===== src/core/arc_pkg.sv =====
package arc_pkg;
	// Register index map, one byte each
	localparam logic [2:0] ADDR_RES_HIGH = 3'h0;
	localparam logic [2:0] ADDR_RES_LOW  = 3'h1;
	localparam logic [2:0] ADDR_CMP_HIGH = 3'h2;
	localparam logic [2:0] ADDR_CMP_LOW  = 3'h3;
	localparam logic [2:0] ADDR_CONFIG   = 3'h4;
	localparam logic [2:0] ADDR_PIN_LO   = 3'h5;

	// Configuration field positions
	localparam int CFG_LOW_POWER_BIT = 7;
	localparam int CFG_DIV_HI        = 6;
	localparam int CFG_DIV_LO        = 5;
	localparam int CFG_LONG_SMP_BIT  = 4;
	localparam int CFG_MODE_HI       = 3;
	localparam int CFG_MODE_LO       = 2;
	localparam int CFG_CLK_HI        = 1;
	localparam int CFG_CLK_LO        = 0;

	// Conversion width encodings
	localparam logic [1:0] MODE_8BIT  = 2'h0;
	localparam logic [1:0] MODE_10BIT = 2'h2;

	// Reset values
	localparam logic [7:0] RST_CONFIG  = 8'h00;
	localparam logic [7:0] RST_CMP     = 8'h00;
	localparam logic [7:0] RST_PIN     = 8'h00;
	localparam logic [9:0] RST_RESULT  = 10'h000;
	localparam logic [7:0] READ_ZERO   = 8'h00;

	// Input clock source choices
	typedef enum logic [1:0] {
		ARC_SRC_BUS      = 2'b00,
		ARC_SRC_BUS_HALF = 2'b01,
		ARC_SRC_ALT      = 2'b10,
		ARC_SRC_ASYNC    = 2'b11
	} arc_src_t;
endpackage


===== src/core/arc_clk_if.sv =====
`timescale 1ns/1ps
// Clock selection settings in, converter clock enable out
interface arc_clk_if;
	logic [1:0] src_sel;   // Input clock source
	logic [1:0] div_sel;   // Divide ratio select
	logic       conv_tick; // Converter clock enable pulse

	modport ctrl (output src_sel, output div_sel, input conv_tick);
	modport gen  (input src_sel, input div_sel, output conv_tick);
endinterface


===== src/core/arc_clkdiv.sv =====
`timescale 1ns/1ps
// Converter clock enable: source select followed by a 1/2/4/8 divider
module arc_clkdiv (
	input  wire logic clk_in,
	input  wire logic rstn_in,
	input  wire logic alt_tick_in,
	input  wire logic async_tick_in,
	arc_clk_if.gen    ck
);
	logic       half_q;  // Bus clock halving toggle
	logic       half_d;
	logic [2:0] cnt_q;   // Source ticks seen in this converter period
	logic [2:0] cnt_d;
	logic       tick_q;  // Registered enable pulse
	logic       tick_d;
	logic       src_tick; // Selected source tick

	// Ratio minus one for the divide select code
	function automatic logic [2:0] div_last(input logic [1:0] sel);
		case (sel)
			2'h0:    div_last = 3'h0;
			2'h1:    div_last = 3'h1;
			2'h2:    div_last = 3'h3;
			default: div_last = 3'h7;
		endcase
	endfunction

	// Source mux; alternate and internal clocks arrive as ticks of this clock
	always_comb begin
		case (arc_pkg::arc_src_t'(ck.src_sel))
			arc_pkg::ARC_SRC_BUS:      src_tick = 1'b1;
			arc_pkg::ARC_SRC_BUS_HALF: src_tick = half_q;
			arc_pkg::ARC_SRC_ALT:      src_tick = alt_tick_in;
			arc_pkg::ARC_SRC_ASYNC:    src_tick = async_tick_in;
			default:                   src_tick = 1'b0;
		endcase
	end

	// Next-state of the divider
	always_comb begin
		half_d = ~half_q;
		cnt_d  = cnt_q;
		tick_d = 1'b0;
		if (src_tick) begin
			// Counter at or above the limit wraps, so a ratio change never hangs it
			if (cnt_q >= div_last(ck.div_sel)) begin
				cnt_d  = 3'h0;
				tick_d = 1'b1;
			end else begin
				cnt_d = cnt_q + 3'h1;
			end
		end
	end

	// Registers only
	always_ff @(posedge clk_in) begin
		if (!rstn_in) begin
			half_q <= 1'b0;
			cnt_q  <= 3'h0;
			tick_q <= 1'b0;
		end else begin
			half_q <= half_d;
			cnt_q  <= cnt_d;
			tick_q <= tick_d;
		end
	end

	assign ck.conv_tick = tick_q;
endmodule


===== src/core/arc_regs.sv =====
`timescale 1ns/1ps
// Operation
// - Low result byte holds low eight bits
// - Results update unless compare enabled and fails
// - Ten-bit high read blocks updates until low read
// - Blocked completion result is discarded
// - Eight-bit mode has no read interlock
// - Width change invalidates low result byte; code keeps the byte readable and only drops the interlock
// - Compare high holds upper two bits, ten-bit
// - Eight-bit compare ignores compare high register
// - Compare low checked against low eight bits
// - Config bit 7 selects low power
// - Config bits 6:5 divide by 1/2/4/8
// - Config bit 4 selects long sample
// - Config bits 3:2 select conversion width
// - Config bits 1:0 select input clock
// - Pin control bit n disables channel n I/O
// - Disabled pin: high-z, read zero, no pullup
// - Compare less-than, or greater-equal when selected
// - Eight-bit mode upper result bits read zero
module arc_regs (
	input  wire logic       clk_in,
	input  wire logic       rstn_in,
	// Register port
	input  wire logic [2:0] addr_in,
	input  wire logic [7:0] wdata_in,
	input  wire logic       wr_in,
	input  wire logic       rd_in,
	output logic      [7:0] rdata_out,
	// Converter side
	input  wire logic       conv_done_in,
	input  wire logic [9:0] conv_result_in,
	input  wire logic       compare_enable_in,
	input  wire logic       compare_greater_select_in,
	input  wire logic       alt_tick_in,
	input  wire logic       async_tick_in,
	output logic            converter_clock_en_out,
	output logic            low_power_select_out,
	output logic            long_sample_select_out,
	output logic            ten_bit_mode_out,
	output logic            compare_match_out,
	// Port pin side, channels 0 to 7
	input  wire logic [7:0] port_dout_in,
	input  wire logic [7:0] port_oe_in,
	input  wire logic [7:0] port_pullup_in,
	input  wire logic [7:0] pad_in,
	output logic      [7:0] pad_dout_out,
	output logic      [7:0] pad_oe_out,
	output logic      [7:0] pad_pullup_out,
	output logic      [7:0] port_din_out,
	output logic      [7:0] pin_disable_out
);
	// Software registers
	logic [7:0] cfg_q;     // Converter configuration
	logic [7:0] cfg_d;
	logic [7:0] cmp_hi_q;  // Compare value high
	logic [7:0] cmp_hi_d;
	logic [7:0] cmp_lo_q;  // Compare value low
	logic [7:0] cmp_lo_d;
	logic [7:0] pin_q;     // Analog pin control for channels 0 to 7
	logic [7:0] pin_d;
	// Result state
	logic [9:0] result_q;  // Captured result, ten bits
	logic [9:0] result_d;
	logic       lock_q;    // High byte read, waiting for low byte read
	logic       lock_d;
	logic       match_q;   // Last completion had compare enabled and met the compare condition
	logic       match_d;
	// Read answer
	logic [7:0] rdata_q;
	logic [7:0] rdata_d;
	// Decode helpers
	logic       ten_bit;   // Ten-bit width selected
	logic       cmp_cond;  // Compare condition for the arriving result
	logic       take;      // Arriving result is stored
	logic       mode_wr;   // Write that changes the width field
	logic [9:0] cmp_val;   // Compare value at the current width
	logic [9:0] res_val;   // Arriving result at the current width

	arc_clk_if ck ();

	// Converter clock enable generator
	arc_clkdiv u_clkdiv (
		.clk_in        (clk_in),
		.rstn_in       (rstn_in),
		.alt_tick_in   (alt_tick_in),
		.async_tick_in (async_tick_in),
		.ck            (ck.gen)
	);

	// Byte register address decode
	function automatic logic hit(input logic [2:0] a, input logic [2:0] reg_addr);
		hit = (a == reg_addr);
	endfunction

	assign ck.src_sel = cfg_q[arc_pkg::CFG_CLK_HI:arc_pkg::CFG_CLK_LO];
	assign ck.div_sel = cfg_q[arc_pkg::CFG_DIV_HI:arc_pkg::CFG_DIV_LO];
	// Reserved width codes fall back to eight-bit behaviour
	assign ten_bit = (cfg_q[arc_pkg::CFG_MODE_HI:arc_pkg::CFG_MODE_LO]
		== arc_pkg::MODE_10BIT);

	// Compare evaluation on the arriving result
	always_comb begin
		if (ten_bit) begin
			cmp_val = {cmp_hi_q[1:0], cmp_lo_q};
			res_val = conv_result_in;
		end else begin
			cmp_val = {2'h0, cmp_lo_q};
			res_val = {2'h0, conv_result_in[7:0]};
		end
		if (compare_greater_select_in) begin
			cmp_cond = (res_val >= cmp_val);
		end else begin
			cmp_cond = (res_val < cmp_val);
		end
	end

	// Store on completion unless compare fails or the interlock holds
	assign take = conv_done_in && (!compare_enable_in || cmp_cond)
		&& !(ten_bit && lock_q);
	assign mode_wr = wr_in && hit(addr_in, arc_pkg::ADDR_CONFIG)
		&& (wdata_in[arc_pkg::CFG_MODE_HI:arc_pkg::CFG_MODE_LO]
		!= cfg_q[arc_pkg::CFG_MODE_HI:arc_pkg::CFG_MODE_LO]);

	// Software register next values
	always_comb begin
		cfg_d    = cfg_q;
		cmp_hi_d = cmp_hi_q;
		cmp_lo_d = cmp_lo_q;
		pin_d    = pin_q;
		if (wr_in) begin
			case (addr_in)
				arc_pkg::ADDR_CMP_HIGH: cmp_hi_d = wdata_in;
				arc_pkg::ADDR_CMP_LOW:  cmp_lo_d = wdata_in;
				arc_pkg::ADDR_CONFIG:   cfg_d    = wdata_in;
				arc_pkg::ADDR_PIN_LO:   pin_d    = wdata_in;
				// Result registers and unmapped offsets drop the write
				default:                cfg_d    = cfg_q;
			endcase
		end
	end

	// Result and interlock next values
	always_comb begin
		result_d = result_q;
		lock_d   = lock_q;
		match_d  = match_q;
		if (conv_done_in) begin
			match_d = compare_enable_in && cmp_cond;
		end
		if (take) begin
			// Eight-bit results keep the upper bits at zero
			result_d = ten_bit ? conv_result_in
				: {2'h0, conv_result_in[7:0]};
		end
		// Low byte read releases, high byte read in ten-bit mode arms
		if (rd_in && hit(addr_in, arc_pkg::ADDR_RES_LOW)) begin
			lock_d = 1'b0;
		end
		if (rd_in && hit(addr_in, arc_pkg::ADDR_RES_HIGH) && ten_bit) begin
			lock_d = 1'b1;
		end
		// Old contents mean nothing at the new width; drop lock so new data lands
		if (mode_wr) begin
			lock_d = 1'b0;
		end
	end

	// Read data, standing only in the cycle after the strobe
	always_comb begin
		rdata_d = arc_pkg::READ_ZERO;
		if (rd_in) begin
			case (addr_in)
				arc_pkg::ADDR_RES_HIGH: begin
					// Upper bits read zero at eight-bit width, even if a stale
					// ten-bit result is still held after a width change
					rdata_d = ten_bit ? {6'h00, result_q[9:8]} : arc_pkg::READ_ZERO;
				end
				arc_pkg::ADDR_RES_LOW:  rdata_d = result_q[7:0];
				arc_pkg::ADDR_CMP_HIGH: rdata_d = cmp_hi_q;
				arc_pkg::ADDR_CMP_LOW:  rdata_d = cmp_lo_q;
				arc_pkg::ADDR_CONFIG:   rdata_d = cfg_q;
				arc_pkg::ADDR_PIN_LO:   rdata_d = pin_q;
				default:                rdata_d = arc_pkg::READ_ZERO;
			endcase
		end
	end

	// All block state except the clock divider's own registers
	always_ff @(posedge clk_in) begin
		if (!rstn_in) begin
			cfg_q    <= arc_pkg::RST_CONFIG;
			cmp_hi_q <= arc_pkg::RST_CMP;
			cmp_lo_q <= arc_pkg::RST_CMP;
			pin_q    <= arc_pkg::RST_PIN;
			result_q <= arc_pkg::RST_RESULT;
			lock_q   <= 1'b0;
			match_q  <= 1'b0;
			rdata_q  <= arc_pkg::READ_ZERO;
		end else begin
			cfg_q    <= cfg_d;
			cmp_hi_q <= cmp_hi_d;
			cmp_lo_q <= cmp_lo_d;
			pin_q    <= pin_d;
			result_q <= result_d;
			lock_q   <= lock_d;
			match_q  <= match_d;
			rdata_q  <= rdata_d;
		end
	end

	// Outputs from the registers, the clock divider and the width decode
	assign rdata_out              = rdata_q;
	assign converter_clock_en_out = ck.conv_tick;
	assign low_power_select_out   = cfg_q[arc_pkg::CFG_LOW_POWER_BIT];
	assign long_sample_select_out = cfg_q[arc_pkg::CFG_LONG_SMP_BIT];
	assign ten_bit_mode_out       = ten_bit;
	assign compare_match_out      = match_q;
	assign pin_disable_out        = pin_q;

	// Pin gating: a set bit takes the pin away from the port logic
	assign pad_dout_out   = port_dout_in & ~pin_q;
	assign pad_oe_out     = port_oe_in & ~pin_q;
	assign pad_pullup_out = port_pullup_in & ~pin_q;
	assign port_din_out   = pad_in & ~pin_q;
endmodule


===== config.mk =====
export PLATFORM = sky130hd
export DESIGN_NAME = arc_regs
export DESIGN_NICKNAME = d
export VERILOG_FILES = /design/src/core/arc_pkg.sv /design/src/core/arc_clk_if.sv /design/src/core/arc_clkdiv.sv /design/src/core/arc_regs.sv
export SDC_FILE = /design/constraint.sdc
export NUM_CORES = 1
export LEC_CHECK = 0
export ABC_AREA = 1
export BUFFER_PORTS_ARGS = -buffer_cell sky130_fd_sc_hd__buf_2
export CORE_MARGIN = 2
export CORE_UTILIZATION = 40
export DETAILED_ROUTE_END_ITERATION = 16
export PLACE_DENSITY = 0.68
export SYNTH_ARGS = -nofsm -noshare
export SYNTH_HDL_FRONTEND = slang
export SYNTH_HIERARCHICAL = 1
export SYNTH_SLANG_ARGS = --single-unit

===== constraint.sdc =====
create_clock -name clk_in -period 3.56 [get_ports clk_in]
set_clock_uncertainty 0.1 [all_clocks]
set_input_delay 0 -clock clk_in [delete_from_list [all_inputs] [get_ports clk_in]]
set_output_delay 0 -clock clk_in [all_outputs]
set_load 0.05 [all_outputs]

-- Yosys cells after proc, flatten, opt, wreduce, memory -nomap -nowiden
Index checks and enable logic that the tools add are counted.
- output and inout bits: 53
- input port bits: 62
- register bits: 57
- muxes and demuxes: 12
- reduce and logical (&&, ||, !) cells: 23
- $add $sub $neg: 1
- equality and inequality tests: 12
- bitwise operators: 7
- $lt $le $gt $ge: 3
- operator list (operator ; count):
    8-bit one-hot mux with 6 select lines ; 1
    8-bit bitwise AND ; 4
    10-bit 2-to-1 mux ; 2
    2-bit AND reduction ; 6
    10-bit greater-or-equal comparator ; 1
    10-bit < comparator ; 1
    1-bit logical AND ; 9
    3-bit one-hot mux with 3 select lines ; 1
    2-bit equality test (second input constant) ; 4
    8-bit inverter ; 1
    3-bit by 2-bit equality test with 1-bit output (second input constant) ; 2
    3-bit equality test (second input constant) ; 2
    3-bit 2-to-1 mux ; 2
    2-bit by 1-bit equality test with 1-bit output (second input constant) ; 2
    2-bit logical NOT ; 2
    1-bit 2-to-1 mux ; 4
    1-bit one-hot mux with 4 select lines ; 1
    3-bit by 1-bit adder with 3-bit output (second input constant) ; 1
    3-bit by 1-bit equality test with 1-bit output (second input constant) ; 1
    3-bit greater-or-equal comparator ; 1
    3-bit logical NOT ; 1
    1-bit logical NOT ; 2
    2-bit 2-to-1 mux ; 1
    2-bit != test ; 1
    other kinds (4) ; 5

-- Depth between registers and ports, before layout
- word-level depth: 7
- gate-level depth with buffers: 16
- depth with buffers taken out: 16

-- Hierarchy
The synthesis kept the hierarchy.
- by module, submodules not included (module ; area each (um^2) ; cells each ; instances):
    arc_regs ; 2752.6 ; 395 ; 1
    arc_clkdiv ; 356.6 ; 55 ; 1

-- Least setup slack after synthesis
OpenSTA, ideal clock, no wires.
- path kind: reg2reg
- start point: reg cfg_q[3]
- end point: reg result_q[0]
- path buffers: 1
- arrival: 2.375 ns
- path slack: 0.970 ns
- period minus slack after synthesis: 2.590 ns
- setup time: 0.115 ns
- stages on the path, launching flop included: 15
- required time: 3.345 ns
- path through: dfxtp_1 > inv_1 > nor2_2 > inv_1 > nor2_1 > ha_1 > nand2_2 > inv_1 > a21oi_1 > nand3_1 > nand2_1 > nand3_4 > buf_6 > a21oi_1 > nor2_1
- word-level cells in the longest chain between the ends: 7
- elaborated cells between the ends (all ways): 11
- those cells by class: order compare (2); eq/ne (1); mux (3); reduce/logical (5)
- RTL lines (element ; RTL line ; text):
    start: declaration ; arc_regs.sv:54 ; logic [7:0] cfg_q;
    start signal: assignment ; arc_regs.sv:192 ; cfg_q <= arc_pkg::RST_CONFIG;
    start signal: assignment ; arc_regs.sv:201 ; cfg_q <= cfg_d;
    2-bit equality test (*) ; arc_regs.sv:100 ; == arc_pkg::MODE_10BIT);
    via ten_bit_mode_out ; arc_regs.sv:40 ; output logic ten_bit_mode_out,
    10-bit 2-to-1 mux (*) ; arc_regs.sv:104 ; if (ten_bit) begin
    via res_val[8] ; arc_regs.sv:78 ; logic [9:0] res_val;
    10-bit < comparator or 10-bit greater-or-equal comparator (tied branches) ; arc_regs.sv:114, arc_regs.sv:112 ;
    1-bit 2-to-1 mux (*) ; arc_regs.sv:111 ; if (compare_greater_select_in) begin
    1-bit logical OR (*) ; arc_regs.sv:119 ; assign take = conv_done_in && (!compare_enable_in || cmp_cond)
    1-bit logical AND (*) ; arc_regs.sv:119 ;
    1-bit logical AND (*) ; arc_regs.sv:120 ; && !(ten_bit && lock_q);
    end signal: assignment ; arc_regs.sv:196 ; result_q <= arc_pkg::RST_RESULT;
    end signal: assignment ; arc_regs.sv:205 ; result_q <= result_d;
    end: declaration ; arc_regs.sv:63 ; logic [9:0] result_q;
Mark *: on every way through the listed nets, which the timed path passes. The rest lies on a longest branch.
A chain may end at the register's enable or synchronous reset.

-- Worst setup path after layout
- start point: reg cfg_q[3]
- end point: reg match_q (netlist: compare_match_out)
- word-level cells in the longest chain between the ends: 5
- elaborated cells between the ends (all ways): 7
- those cells by class: order compare (2); eq/ne (1); mux (3); reduce/logical (1)
- RTL lines (element ; RTL line ; text):
    2-bit equality test (*) ; arc_regs.sv:100 ;
    10-bit 2-to-1 mux (*) ; arc_regs.sv:104 ;
    via res_val[8] ; arc_regs.sv:78 ;
    10-bit < comparator or 10-bit greater-or-equal comparator (tied branches) ; arc_regs.sv:114, arc_regs.sv:112 ;
    1-bit 2-to-1 mux (*) ; arc_regs.sv:111 ;
    1-bit logical AND (*) ; arc_regs.sv:149 ; match_d = compare_enable_in && cmp_cond;
    end signal: assignment ; arc_regs.sv:207 ; match_q <= match_d;
    end: declaration ; arc_regs.sv:67 ; logic match_q;
Marked as above.

==> run summary <==
vias in the first global route: 3224
Most common cell on crit path: inv_1
Vias: 3286
post-route ant nets: 0
clk_lat worst skew: 0.33 ns
Synth Instances: 450
Die Area: 8490 um2
CP max stage delay: 0.55 ns
Post-Synth Adder-Cell Area: 5.63%
synth unique cells: 33
initial antenna violation count: 0
highest-delay cell along the critical path: dlygate4sd3_1
critical-path cell list: inv_1, nor2_2, inv_1, nor2_1, ha_1, nand2_2, inv_1, a21oi_1, nand3_1, nand2_1, nand2_1, nand3_1, a21oi_1, dlygate4sd3_1
DRT Pass-1 Iters: 4
CTS tree: done
maximum clock path buffer count: 2
input/output buffers: 114
Comb power frac: 22.1%
DP Wirelength: 6620 um
status: finished clean
Worst-path clk slew: 0.07 ns
Synth Warn #: 6
clk root buf: clkbuf_8
P_leak: 0.00209 uW
max-capacitance violation count: 0
xor/xnor share of the synthesized area: 0.563%
main combinational cell family by area after synthesis: simple AND/OR/NAND/NOR gates
postcts setup bufs: 0
Setup crit end: compare_match_out
Mapped Area: 3110 um2
ANT cells: 0
post-layout min period: 2.68 ns
Psw: 538 uW
maximum VDD drop: 0.285 mV
largest net degree at the start of global routing: 49
CP endpoint kind: flop
cts bufs inserted: 9
sequential share of the synthesized area: 36.7%
post-synthesis mux area share: 0%
Reg2Reg Setup Slack: 0.88 ns
Tightest Pin Transition: 0.754 ns
vias per inst: 4.72
Arrival @ worst endpoint: 2.80 ns
Setup Crit Path Kind: reg2reg
period utilisation layout: 75.3%
syn nets: 526
Filler cells: 771
layout cells sized above 1: 25.8%
sw frac: 31.4%
Seq pwr share: 40.0%
Ports: 115
initial core utilization: 40.7%
post-place setup slack: 1.17 ns
H-tree Lvls: 3
PwrDens: 409 nW/um2
Startpoint Class: flop
flops & latches, synth: 57
clock power share: 37.9%
core area: 7650 um2
Die Wd: 92.2 um
WL per Instance: 12.4 um
worst reg2reg path endpoint: compare_match_out
Final Max Tran Viols: 0
Hold Vio Cnt, Final: 0
worst flop-to-flop path startpoint: cfg_q[3]
Routed WL: 8660 um
first-pass GRT wire length: 14500 um
Final Setup Violations: 0
crit path max fanout: 6
RSZ-0062 raised after global routing: no
DRC violation count after routing: 0
Synth Area in Simple Gates: 27.1%
Max Freq: 373 MHz
Critical Path RT: 3.68 ns
post-synthesis compound-gate area fraction: 17.3%
Slew headroom: 49.8%
internal cell power: 1180 uW
Syn Area/Cell: 6.91 um2
FP Rows: 32
Power, Total: 1720 uW
clock tree sinks: 57
initial detailed-routing violation count: 124
Die H: 92.2 um
GRT Residual Overflow: 0
Sum Neg Setup Slack: 0 ns
Final #Nets: 665
Tot GR Track Use: 21.3%
FF-to-FF path depth: 14
Worst Setup SP: cfg_q[3]
worst setup margin: 0.880 ns
Placer Congestion: 0.851
worst hold path class: in2reg
area delta synth->final: 35.0%
==> per-stage QoR <==
step	util, %	cell area [um2]	hold slack, ns	instances
after global placement	49.0	3750	0.185	656
after CTS	54.9	4200	0.00629	696
after detailed placement	49.0	3750	0.195	656
after floorplan	-	3110	0.00697	450
after global routing	54.9	4200	0.0342	696
final	54.9	4200	0.0132	696
==> metal layers <==
layer  track usage, %  wire (um)
met1             23.8       3520
met2             40.4       4710
met3             4.93        349
met4             5.22         78
met5                0          0
==> synth_stat cells, drive strengths merged <==
| cell type | instances | share of area [%] |
|---|---|---|
| a211oi | 1 | 0.24 |
| a21oi | 50 | 8.0 |
| a221oi | 5 | 1.4 |
| a22oi | 1 | 0.24 |
| a31oi | 2 | 0.40 |
| buf | 7 | 1.6 |
| clkbuf | 3 | 0.36 |
| clkinv | 1 | 0.12 |
| dfxtp | 57 | 37 |
| ha | 14 | 5.6 |
| inv | 88 | 11 |
| nand2 | 73 | 9.5 |
| nand3 | 20 | 4.3 |
| nand3b | 8 | 1.9 |
| nand4 | 2 | 0.40 |
| nor2 | 72 | 9.7 |
| nor3 | 1 | 0.52 |
| nor4 | 1 | 0.68 |
| o21a | 1 | 0.24 |
| o21ai | 34 | 5.5 |
| o22ai | 6 | 1.2 |
| or2 | 1 | 0.20 |
| xnor2 | 2 | 0.56 |
==> registers in the layout, indices dropped and copies added (netlist names) <==
signal,cells
cfg_q,8
cmp_hi_q,8
cmp_lo_q,8
compare_match_out,1
lock_q,1
pin_disable_out,8
rdata_out,8
result_q,10
u_clkdiv/ck.conv_tick,1
u_clkdiv/cnt_q,3
u_clkdiv/half_q,1
==> how the worst min path moves through the flow <==
stage	from	to	slack (ns)	depth (start not counted)
2_1_floorplan	rstn_in	u_clkdiv/half_q	0.007	2
3_3_place_gp	rd_in	lock_q	0.18	3
3_5_place_dp	rd_in	lock_q	0.20	3
4_1_cts	alt_tick_in	u_clkdiv/cnt_q[0]	0.006	5
5_1_grt	alt_tick_in	u_clkdiv/cnt_q[0]	0.03	5
6_report	alt_tick_in	u_clkdiv/cnt_q[0]	0.01	5
==> power groups by stage <==
stage / logic (uW) / registers (uW) / clock network, uW
final: 378 / 687 / 651
after global routing: 416 / 691 / 693
after CTS: 380 / 687 / 663
after detailed placement: 360 / 701 / 0
after global placement: 352 / 700 / 0
after floorplan: 233 / 721 / 0
==> worst max-delay path: cells and delay by family (launching register included) <==
| kind | cells | cell delay (ns) |
|---|---|---|
| AOI/OAI and AO/OA | 2 | 0.24 |
| adders and majority gates | 1 | 0.26 |
| buffers and inverters | 4 | 0.81 |
| DFF | 1 | 0.34 |
| and+or+nand+nor | 7 | 0.81 |
==> layout make-up <==
class,instances,area [um2],share of cell area [%]
multi-input cells,294,1570,37.5
inverters,89,334,7.96
flip-flops and latches,57,1140,27.2
clock buffers,10,128,3.04
well taps,102,128,3.04
clock inverters,6,82.6,1.97
repair buffers,138,811,19.3
==> logic make-up after synthesis <==
logic type	Yosys count
adder cells (fa/ha/maj)	14
AND/OR/NAND/NOR	178
flip-flops	57
AO/OA/AOI/OAI	100
buffers and inverters	99
XOR/XNOR	2
==> layout by cell type (no fill, tap or decap), types with 8 or more instances in the layout <==
cell type,n
a21oi_1,50
buf_2,114
clkbuf_8,9
dfxtp_1,57
dlygate4sd3_1,24
ha_1,14
inv_1,84
nand2_1,67
nand3_1,15
nand3b_1,8
nor2_1,66
o21ai_0,32
==> timing repair <==
item | 4_1_cts | 5_1_grt
resized for setup | 0 | 0
hold buffers | 24 | 0
endpoints found under the hold margin | 44 | 0
setup endpoints to repair | 0 | 0
Power figures use the tool's default switching activity.
